<file path="config.mk">
export PLATFORM = sky130hd
export DESIGN_NAME = ilo_exec
export DESIGN_NICKNAME = d
export VERILOG_FILES = /design/src/core/ilo_exec.v /design/src/core/ilo_addr_resolve.v
export VERILOG_INCLUDE_DIRS = /design/src /design/src/core
export SDC_FILE = /design/constraint.sdc
export NUM_CORES = 1
export LEC_CHECK = 0
export ABC_CLOCK_PERIOD_IN_PS = 4900
export BUFFER_PORTS_ARGS = -buffer_cell sky130_fd_sc_hd__buf_2
export CAP_MARGIN = 5
export CORE_ASPECT_RATIO = 2
export CORE_UTILIZATION = 54
export CTS_BUF_LIST = sky130_fd_sc_hd__clkbuf_8 sky130_fd_sc_hd__clkbuf_16
export CTS_CLUSTER_SIZE = 25
export DETAILED_ROUTE_END_ITERATION = 10
export PLACE_DENSITY_LB_ADDON = 0.12
export SLEW_MARGIN = 0
export SYNTH_ARGS = -nofsm -noshare
export SYNTH_HDL_FRONTEND = slang
export SYNTH_SLANG_ARGS = --single-unit
</file>
<file path="constraint.sdc">
create_clock -name clk -period 4.9 [get_ports clk]
set_clock_uncertainty 0.2 [all_clocks]
set_input_delay 0.98 -clock clk [delete_from_list [all_inputs] [get_ports clk]]
set_output_delay 0.98 -clock clk [all_outputs]
set_load 0.1 [all_outputs]
</file>
<file path="src/core/ilo_decode_map.vh">
// constants for the indexed literal offset decoder
`ifndef ILO_DECODE_MAP_VH
`define ILO_DECODE_MAP_VH
`define ILO_OFFSET_MAX 8'h005F
`define ILO_OP_ADD_HI 6'h09
`define ILO_OP_BSF_HI 4'h8
`define ILO_OP_FILL_ONES_INDEXED_HI 8'h68
`define ILO_DEST_BIT 9
`define ILO_ABANK_BIT 8
`define ILO_BIT_LSB 9
`define ILO_ALL_ONES 8'hFF
`define ILO_FLAG_C 0
`define ILO_FLAG_DC 1
`define ILO_FLAG_Z 2
`define ILO_FLAG_OV 3
`define ILO_FLAG_N 4
`define ILO_ACC_HI 8'h80
`define ILO_SFR_PAGE 4'hF
`define ILO_ZERO8 8'h00
`endif

</file>
<file path="src/core/ilo_exec.v">
// indexed literal offset execution unit: add, bit set and fill forms
//
// The implementer's own choices: the address map and the plain strobed port.
`timescale 1ns/1ps
`default_nettype none
`include "ilo_decode_map.vh"
module ilo_exec (
  // clock and reset
  input wire clk,
  input wire rst,
  // configuration and core state
  input wire extensionEnableCfgBit,
  input wire [11:0] indirectPointerTwo,
  input wire [3:0] bankSelectRegister,
  // instruction issue, one per instruction cycle
  input wire instrValid,
  input wire [15:0] instrWord,
  // data memory read port, combinational from memAddr
  output wire [11:0] memAddr,
  input wire [7:0] memReadData,
  // registered results
  output reg memWrite,
  output reg [11:0] memWriteAddr,
  output reg [7:0] memWriteData,
  output reg [7:0] accumulator,
  output reg [4:0] statusFlags,
  output reg done,
  output reg illegal
);
  //--------------------------------------------------
  // decode
  //--------------------------------------------------
  wire [11:0] effAddr;
  wire indexed;
  wire isAdd = instrWord[15:10] == `ILO_OP_ADD_HI;
  wire isBsf = instrWord[15:12] == `ILO_OP_BSF_HI;
  wire isSetf = instrWord[15:8] == `ILO_OP_FILL_ONES_INDEXED_HI;
  wire destReg = instrWord[`ILO_DEST_BIT];
  wire [2:0] bitSel = instrWord[`ILO_BIT_LSB+2:`ILO_BIT_LSB];

  // shared resolver; a is bit 8, forced to 0 by the encoding only in the fill form
  ilo_addr_resolve uResolve (
    .addrField(instrWord[7:0]),
    .accessBankSel(instrWord[`ILO_ABANK_BIT]),
    .extensionEnable(extensionEnableCfgBit),
    .indirectPointerTwo(indirectPointerTwo),
    .bankSelectRegister(bankSelectRegister),
    .effAddr(effAddr),
    .indexed(indexed)
  );
  assign memAddr = effAddr;

  //--------------------------------------------------
  // datapath
  //--------------------------------------------------
  wire [8:0] sum = {1'b0, accumulator} + {1'b0, memReadData};
  wire [4:0] lowSum = {1'b0, accumulator[3:0]} + {1'b0, memReadData[3:0]};
  wire [7:0] sumByte = sum[7:0];
  wire ovf = (accumulator[7] == memReadData[7]) && (sumByte[7] != accumulator[7]);
  wire known = indexed && (isAdd || isBsf || isSetf);

  // one instruction per cycle; pointer is never written here
  always @(posedge clk) begin
    if (rst) begin
      memWrite <= 1'b0;
      memWriteAddr <= 12'h000;
      memWriteData <= `ILO_ZERO8;
      accumulator <= `ILO_ZERO8;
      statusFlags <= 5'h00;
      done <= 1'b0;
      illegal <= 1'b0;
    end else begin
      memWrite <= 1'b0;
      done <= 1'b0;
      illegal <= 1'b0;
      if (instrValid) begin
        done <= known;
        illegal <= !known; // only indexed forms are handled by this unit
        memWriteAddr <= effAddr;
        if (known && isAdd) begin
          statusFlags[`ILO_FLAG_C] <= sum[8];
          statusFlags[`ILO_FLAG_DC] <= lowSum[4];
          statusFlags[`ILO_FLAG_Z] <= sumByte == `ILO_ZERO8;
          statusFlags[`ILO_FLAG_OV] <= ovf;
          statusFlags[`ILO_FLAG_N] <= sumByte[7];
          if (destReg) begin
            memWrite <= 1'b1;
            memWriteData <= sumByte;
          end else begin
            accumulator <= sumByte;
          end
        end else if (known && isBsf) begin
          memWrite <= 1'b1;
          memWriteData <= memReadData | (8'h01 << bitSel);
        end else if (known && isSetf) begin
          memWrite <= 1'b1;
          memWriteData <= `ILO_ALL_ONES;
        end
      end
    end
  end
endmodule
`default_nettype wire

</file>
<file path="src/core/ilo_addr_resolve.v">
// effective data address resolution for access bank and indexed operands
`timescale 1ns/1ps
`default_nettype none
`include "ilo_decode_map.vh"
module ilo_addr_resolve (
  // operand
  input wire [7:0] addrField,
  input wire accessBankSel,
  // mode and pointers
  input wire extensionEnable,
  input wire [11:0] indirectPointerTwo,
  input wire [3:0] bankSelectRegister,
  // result
  output reg [11:0] effAddr,
  output reg indexed
);
  // pointer-relative only for a=0 and field within the offset window
  always @* begin
    indexed = extensionEnable && !accessBankSel && (addrField <= `ILO_OFFSET_MAX);
    if (indexed) begin
      // full pointer plus zero-extended offset; pointer 0 lands on legacy locations
      effAddr = indirectPointerTwo + {4'h0, addrField};
    end else if (accessBankSel) begin
      effAddr = {bankSelectRegister, addrField};
    end else if (addrField < `ILO_ACC_HI) begin
      effAddr = {4'h0, addrField};
    end else begin
      effAddr = {`ILO_SFR_PAGE, addrField};
    end
  end
endmodule
`default_nettype wire

</file>
* Word-level counts from Yosys, hierarchy flattened
Cells that the tools add are included.
** Operators by class
- Bitwise gates (word level) :: 3
- Reductions and logical operators :: 17
- Multiplexer cells :: 11
- Shift-type cells :: 1
- Multiply operators :: 0
- Divide/modulo/power cells :: 0
- Add/sub/neg operators :: 3
- Eq/ne operators :: 6
- $lt $le $gt $ge :: 2
** Operators by type and width (number)
- 12-bit two-way mux :: 3
- 8-bit two-way mux :: 4
- 12-bit by 8-bit adder with 12-bit output :: 1
- 8-bit by 8-bit adder with 9-bit output :: 1
- 8-bit by 7-bit == test with 1-bit output, second input constant :: 1
- 8-bit by 7-bit less-or-equal comparator with 1-bit output, second input constant :: 1
- 8-bit logical NOT :: 1
- 8-bit < comparator, second input constant :: 1
- 8-bit bitwise OR :: 1
- 1-bit by 3-bit left shift with 8-bit output, first input constant :: 1
- 1-bit logical AND :: 7
- 6-bit by 4-bit == test with 1-bit output, second input constant :: 1
- 3-bit AND reduction :: 2
- 4-bit by 4-bit adder with 5-bit output :: 1
- 4-bit == test, second input constant :: 1
- 1-bit two-way mux :: 4
- 3-bit nonzero test :: 1
- 1-bit logical NOT :: 2
- 1-bit logical OR :: 2
- 2-bit != test, second input constant :: 1
- 1-bit inverter :: 2
- 2-bit AND reduction :: 1
- 2-bit OR reduction :: 1
- 1-bit == test :: 1
- 1-bit != test :: 1
** Word-level totals
- Output and inout port bits :: 48
- Bits of input ports :: 44
- Memories kept :: 0
- ROM bits :: 0
- Bits in latches :: 0
- Bits in writable memories :: 0
- Flip-flop bits (word level) :: 36
- Logic and storage cells :: 50

* Longest topological paths before layout
Gate-level depths: netlist (run 1).
- Depth after elaboration :: 8
- Gate-level depth with buffers :: 9
- Mapped depth without buffers :: 9

* Hierarchy
From an unflattened synthesis (run 1), not the netlist that was laid out.
** Second synthesis, totals
- Cell total of the unflattened synthesis :: 292
- Area, all modules :: 2489.9 µm²
** Modules (own cells, without submodules)
- ilo_exec :: area each 1884.3 µm², sequential area each 720.7 µm², cells each 199, instances 1
- ilo_addr_resolve :: area each 605.6 µm², sequential area each 0.0 µm², cells each 93, instances 1

* Worst setup path after synthesis (run 1)
OpenSTA, ideal clock, no wires.
- Path type :: input -> output
- From :: in indirectPointerTwo[1]
- To :: out memAddr[11]
- Required time :: 3.720 ns
- Path slack :: -0.741 ns
- Path buffers :: 0
- Cell stages on the path :: 7
- Arrival time :: 4.461 ns
- Path through :: ha_1 -> a211oi_1 -> o21ai_0 -> o21ai_0 -> mux2i_1 -> nor2b_1 -> o21ai_0
** Between the ends
- Longest elaborated chain between the ends :: 2
** RTL lines
- start: declaration :: line ilo_exec.v:13 : input wire [11:0] indirectPointerTwo,
- 12-bit by 8-bit adder with 12-bit output :: line ilo_addr_resolve.v:22 : effAddr = indirectPointerTwo + {4'h0, addrField};
- 12-bit two-way mux :: line ilo_addr_resolve.v:20 : if (indexed) begin
- end: declaration :: line ilo_exec.v:19 : output wire [11:0] memAddr,
No other way between the ends.

* Worst setup path in the final report (run 1)
- From :: in instrWord[0]
- To :: out memAddr[10]
** Between the ends
- Longest elaborated chain between the ends :: 4
- Elaborated cells on any way between the ends :: 7
- Those cells by class :: add/sub (1); order compare (2); mux (3); reduce/logical (1)
** RTL lines
- start: declaration :: line ilo_exec.v:17 : input wire [15:0] instrWord,
- 8-bit < comparator (no line)
- 12-bit two-way mux :: line ilo_addr_resolve.v:25 : end else if (addrField < `ILO_ACC_HI) begin
- 12-bit two-way mux :: line ilo_addr_resolve.v:23 : end else if (accessBankSel) begin
- 12-bit two-way mux (*) :: line ilo_addr_resolve.v:20
Every way passes the cells marked *; elsewhere a longest branch is shown, timed or not.

==> results.py, run 1 <==
metrics = {
    "clock_network": {
        "cts_root_buffer": "clkbuf_8",
        "cts.sinks": 36,
        "cts_resized": 0,
        "htree_levels": 2,
        "cts_hold_buf": 0,
        "cts_max_path_buffers": 2,
        "tritoncts": "yes",
        "cts-buffers-inserted": 5,
        "postCtsSetupBuffers": 0,
        "clk_latency_ns": 0.29,
        "clk_pin_slew_worst_paths_ns": 0.08,
    },
    "pwr": {
        "clkPwrFrac_pct": 31.4,
        "switching_power_mw": 0.318,
        "seq_power_share_pct": 36.4,
        "p_int_mw": 0.517,
        "irDropWorstVdd_mv": 0.239,
        "p_per_area_mw_per_mm2": 275,
        "p_leak_nw": 1.44,
        "power_mw": 0.836,
        "sw_frac_of_total_pct": 38.1,
        "comb_power_share_pct": 32.2,
    },
    "timing": {
        "drv_slew": 0,
        "finalSetupTns_ns": 0,
        "rsz0062_at_grt": "no",
        "period_share_pct": 88.1,
        "tightest_slew_ns": 0.732,
        "setup_viol": 0,
        "max_freq_mhz": 232,
        "fin_crit_ns": 4.32,
        "timing.max_slew.rel_slack_pct": 51.2,
        "hold_viol_final": 0,
    },
    "cells_and_area": {
        "drive_above_1_share_pct": 28.6,
        "area_delta_synth_final_pct": 21.7,
        "nFillCells": 378,
        "fin_nets": 445,
        "diodes": 0,
    },
    "grt": {
        "grt_pass1_wl_um": 11000,
        "grt_pass1_vias": 2477,
        "antenna_found_initial": 0,
        "overflow": 0,
        "grt.total_usage_pct": 28.8,
        "grt_max_degree": 40,
    },
    "yosys": {
        "async_reset_ff_share_pct": 0,
        "synth_top_flop_cell": "dfxtp_1",
        "synthTopCellsByCount": "nor2_1, dfxtp_1, a21oi_1, nand2_1, mux2i_1",
        "synth_cell_type_count": 59,
        "yosys.area.top_type": "dfxtp_1",
        "synth_warnings": 0,
        "synth.most_common_cell": "nor2_1",
        "syn_area_per_cell_um2": 8.43,
        "synth-edff-count": 0,
        "syn_inst": 297,
        "synth_area_leaders": "dfxtp_1, ha_1, mux2i_1, nor2_1, a21oi_1",
        "yosysTopAreaCellShare_pct": 28.8,
        "ys_seq_elements": 36,
        "ys_seq_area_share_pct": 28.8,
        "syn_nets": 359,
        "syn_area_mm2": 0.00250,
    },
    "drt": {
        "postRouteAntennaNets": 0,
        "wl_per_cell_um": 15.5,
        "firstDrtPassIters": 4,
        "route.vias.total": 2544,
        "vias_per_cell": 5.81,
        "drc": 0,
        "wl_um": 6780,
        "drt-initial-drc-count": 88,
    },
    "worst_setup_path": {
        "cpPeakStageDelay_ns": 0.42,
        "path_common_cell": "buf_2",
        "setup.worst_path.class": "in -> out",
        "crit_chain": "buf_2 > ha_1 > inv_1 > fa_1 > nor2b_1 > o31a_1 > o311a_1 > o211ai_1 > mux2i_1 > nand2_1 > buf_2",
        "cp-start-kind": "input pin",
        "critPathSlowestCell": "buf_2",
        "crit_arrival_ns": 3.14,
        "worstPathMaxFanout": 3,
        "worstSetupEndpointType": "output pin",
        "required_ns": 3.72,
    },
    "floorplan": {
        "rows": 34,
        "start_util_pct": 57.1,
        "die_h_um": 98.3,
        "dieArea_mm2": 0.00493,
        "fp.dieW_um": 50.1,
        "fp.coreArea_mm2": 0.00438,
        "num_io_pins": 92,
    },
    "placed_design": {
        "gp_congestion": 0.829,
        "dp_hpwl_um": 5280,
        "io_buffers": 91,
    },
    "status": {
        "status": "finished, final reports clean",
    },
    "worst_hold_path": {
        "hold_path_class": "reg -> reg",
    },
    "run": {
        "drv_cap": 0,
    },
}
[final cells by class]
type / count / area (um^2) / area share, %
clock buffers: 5 / 68.8 / 2.26
clock inverters: 3 / 38.8 / 1.27
inverters: 10 / 37.5 / 1.23
multi-input cells: 238 / 1650 / 54.1
flip-flops and latches: 36 / 721 / 23.7
well taps: 54 / 67.6 / 2.22
repair buffers: 92 / 463 / 15.2
[sequential cells by signal (all words and copies together), names as in the netlist]
name and cells:
memWriteAddr 12, illegal 1, memWrite 1, accumulator 8
memWriteData 8, statusFlags 5, done 1
[metal layers]
layer / up-vias / share of wire [%] / track usage (%)
met4: 0 / 2.2 / 13.0
met3: 12 / 3.7 / 4.05
li1: 1265 / - / -
met1: 1198 / 37 / 28.0
met5: - / 0 / 0
met2: 69 / 57 / 56.0
[worst max-delay path: cells and delay by family]
family	cells	cell delay, ns
buf+inv	3	0.58
mux	1	0.15
fa+ha+maj	2	0.61
compound gates	3	0.51
simple gates	2	0.29
[worst paths after layout]
| check | slack (ns) | cells after the start | startpoint | endpoint |
|---|---|---|---|---|
| setup / recovery | 0.58 | 11 | instrWord[0] | memAddr[10] |
| hold / removal | 0.26 | 2 | memWriteData[6] | memWriteData[6] |
| setup reg to reg | 2.20 | 8 | accumulator[0] | statusFlags[2] |
| hold reg to reg | 0.26 | 2 | memWriteData[6] | memWriteData[6] |
[cells in the final DEF (no fill, tap or decap), types with 7 or more instances in the layout]
cell type / netlist / layout
mux2i_1: 19 / 19
nand2_1: 21 / 21
a21oi_1: 21 / 21
nor3_1: 7 / 7
inv_1: 10 / 11
o21ai_0: 17 / 12
nor2_1: 40 / 40
o211ai_1: 8 / 8
dfxtp_1: 36 / 36
ha_1: 16 / 16
buf_2: 0 / 91
[stage by stage]
step	util (%)	instance area (um^2)	instances	hold WS [ns]	worst slack (ns)
3_3_place_gp	67.0	2940	430	0.244	0.674
3_5_place_dp	67.0	2940	430	0.246	0.625
5_1_grt	69.5	3040	438	0.297	0.468
4_1_cts	69.5	3040	438	0.257	0.619
6_report	69.5	3040	438	0.258	0.583
2_1_floorplan	-	2500	297	0.686	0.0141
[logic make-up (layout without fill, tap and decap cells)]
kind of cell	after synthesis	count (layout)	share of synthesized area [%]
XOR/XNOR	9	9	3.15
AO/OA/AOI/OAI	84	84	23.4
adder cells (fa/ha/maj)	18	18	9.60
AND/OR/NAND/NOR	107	107	21.7
flip-flops	36	36	28.8
multiplexers	20	20	8.05
buffers and inverters	23	110	5.35
[power by group through the flow]
| stage | clock, mW | sequential, mW | combinational, mW |
|---|---|---|---|
| floorplan | 0 | 0.369 | 0.152 |
| global placement | 0 | 0.311 | 0.265 |
| detailed placement | 0 | 0.311 | 0.268 |
| CTS | 0.265 | 0.304 | 0.269 |
| global route | 0.281 | 0.305 | 0.286 |
| finish | 0.262 | 0.304 | 0.269 |
(Power assumes the default switching activity.)
==> run 2: changes to the inputs <==
--- a/config.mk
+++ b/config.mk
@@ -9,7 +9,7 @@
 export ABC_CLOCK_PERIOD_IN_PS = 4900
 export BUFFER_PORTS_ARGS = -buffer_cell sky130_fd_sc_hd__buf_2
 export CAP_MARGIN = 5
-export CORE_ASPECT_RATIO = 2
+export CORE_ASPECT_RATIO = 0.75
 export CORE_UTILIZATION = 54
 export CTS_BUF_LIST = sky130_fd_sc_hd__clkbuf_8 sky130_fd_sc_hd__clkbuf_16
 export CTS_CLUSTER_SIZE = 25
==> results.py, run 2 (synthesis gave the netlist of run 1 again) <==
metrics = {
    "status": {
        "status": "finished, final reports clean",
    },
    "placed_design": {
        "dp_hpwl_um": 4760,
        "gp_congestion": 0.844,
        "dp.cells": 432,
        "io_buffers": 91,
    },
    "floorplan": {
        "num_io_pins": 92,
        "start_util_pct": 56.0,
        "fp.coreArea_mm2": 0.00447,
        "die_h_um": 61.0,
        "fp.dieW_um": 80.6,
        "dieArea_mm2": 0.00491,
        "rows": 21,
    },
    "drt": {
        "drc": 0,
        "firstDrtPassIters": 5,
        "wl_um": 6150,
        "postRouteAntennaNets": 0,
        "route.vias.total": 2504,
        "wl_per_cell_um": 14.0,
        "vias_per_cell": 5.69,
        "drt-initial-drc-count": 133,
    },
    "cells_and_area": {
        "seqCellArea_um2": 721,
        "drive_above_1_share_pct": 28.2,
        "final_util_pct": 67.7,
        "final_cells": 440,
        "reg_top3": "memWriteAddr: 12 flops, accumulator: 8 flops, memWriteData: 8 flops",
        "diodes": 0,
        "nFillCells": 426,
        "layout_commonest_cell": "buf_2",
        "top_register": "memWriteAddr",
        "fin_nets": 444,
        "multi_input_area_mm2": 0.00165,
        "area_delta_synth_final_pct": 20.8,
        "layout_common_cells": "buf_2, nor2_1, dfxtp_1, nand2_1, a21oi_1",
        "largest_register_ffs": 12,
    },
    "clock_network": {
        "htree_levels": 2,
        "clk_latency_ns": 0.29,
        "postCtsSetupBuffers": 0,
        "tritoncts": "yes",
        "cts_resized": 0,
        "cts_max_path_buffers": 2,
        "cts-buffers-inserted": 5,
        "cts_root_buffer": "clkbuf_8",
        "cts.sinks": 36,
        "cts_hold_buf": 0,
        "clk_pin_slew_worst_paths_ns": 0.07,
    },
    "worst_setup_path": {
        "cp_top_family": "compound AO/OA/AOI/OAI gates",
        "worstPathMaxFanout": 3,
        "cpPeakStageDelay_ns": 0.50,
        "reg2reg_from": "accumulator[0]",
        "crit_arrival_ns": 3.21,
        "cp-start-kind": "input pin",
        "cp.buffers_inverters": 2,
        "required_ns": 3.72,
        "reg2reg_depth": 8,
        "setup.worst_path.class": "in -> out",
        "critPathSlowestCell": "o21ai_0",
        "crit_chain": "buf_2 > ha_1 > a211oi_1 > o21ai_0 > o21ai_0 > mux2i_1 > nor2b_1 > o21ai_1 > buf_2",
        "worstSetupEndpointType": "output pin",
        "ff2ff_setup_slack_ns": 2.25,
        "reg2reg_to": "statusFlags[2]",
    },
    "pwr": {
        "p_int_mw": 0.478,
        "irDropWorstVdd_mv": 0.155,
        "clkPwrFrac_pct": 27.1,
        "switching_power_mw": 0.304,
        "p_per_area_mw_per_mm2": 259,
        "seq_power_share_pct": 39.0,
        "p_leak_nw": 1.43,
        "comb_power_share_pct": 33.9,
        "sw_frac_of_total_pct": 38.9,
    },
    "worst_hold_path": {
        "hold_end": "memWriteData[3]",
        "hold_path_class": "reg -> reg",
        "hp-start": "memWriteData[3]",
        "holdPathStages": 2,
    },
    "timing": {
        "drv_slew": 0,
        "tightest_slew_ns": 0.716,
        "fin_crit_ns": 4.39,
        "max_freq_mhz": 228,
        "rsz0062_at_grt": "no",
        "period_share_pct": 89.7,
        "setup_viol": 0,
        "finalSetupTns_ns": 0,
        "hold_viol_final": 0,
        "timing.max_slew.rel_slack_pct": 52.1,
    },
    "grt": {
        "grt_max_degree": 40,
        "grt_pass1_vias": 2073,
        "antenna_found_initial": 0,
        "grt_pass1_wl_um": 9400,
        "overflow": 0,
        "grt.total_usage_pct": 25.1,
    },
    "run": {
        "drv_cap": 0,
    },
}
[run 2: changes by cell type in the layout (fill, tap and decap cells not counted), sizes merged]
cell | before | now
inv | 11 | 12
clkbuf | 5 | 6
buf | 92 | 91
clkinv | 1 | 0
bufinv | 1 | 0
[run 2: layer usage]
metal	GRT usage [%]	routed length, um	part of all wire (%)
met5	0	0	0
met4	6.12	57	0.93
met3	5.41	384	6.2
met2	38.1	2640	43
met1	36.3	3070	50
[run 2: how the worst max path moves through the flow]
stage | start | end | slack, ns | depth (start not counted)
2_1_floorplan | indirectPointerTwo[1] | memAddr[11] | 0.01 | 7
3_3_place_gp | indirectPointerTwo[1] | memAddr[9] | 0.52 | 9
3_5_place_dp | indirectPointerTwo[1] | memAddr[9] | 0.51 | 9
4_1_cts | indirectPointerTwo[1] | memAddr[9] | 0.50 | 9
5_1_grt | indirectPointerTwo[2] | memAddr[9] | 0.27 | 9
6_report | indirectPointerTwo[1] | memAddr[9] | 0.51 | 9
[run 2: worst reg2reg max path, cell delays in order, from the launching register on]
cell and delay, ns:
dfxtp_1 0.33, ha_1 0.21, fa_1 0.42, a211oi_1 0.34, o21bai_1 0.14, a21oi_1 0.29
xnor2_1 0.15, nor4_1 0.32, a31o_1 0.19
[run 2: cell type report]
type	count	share of cell area [%]
well taps	57	2.36
clock inverters	2	0.248
inverters	10	1.24
clock buffers	6	2.73
multi-input cells	238	54.5
flip-flops and latches	36	23.8
repair buffers	91	15.1
[run 2: power by group through the flow]
stage / Sequential [mW] / Combinational (mW) / Clock [mW]
finish: 0.305 / 0.265 / 0.212
floorplan: 0.369 / 0.152 / 0
global placement: 0.311 / 0.262 / 0
CTS: 0.304 / 0.264 / 0.219
detailed placement: 0.311 / 0.264 / 0
global route: 0.305 / 0.282 / 0.233
[run 2: per-stage QoR]
| step | power, mW | instance area [um^2] | setup WS [ns] | hold slack [ns] |
|---|---|---|---|---|
| 6_report | 0.782 | 3020 | 0.505 | 0.265 |
| 4_1_cts | 0.788 | 3020 | 0.497 | 0.267 |
| 5_1_grt | 0.820 | 3020 | 0.265 | 0.285 |
| 2_1_floorplan | 0.521 | 2500 | 0.0141 | 0.686 |
| 3_3_place_gp | 0.572 | 2930 | 0.518 | 0.237 |
| 3_5_place_dp | 0.575 | 2930 | 0.510 | 0.246 |
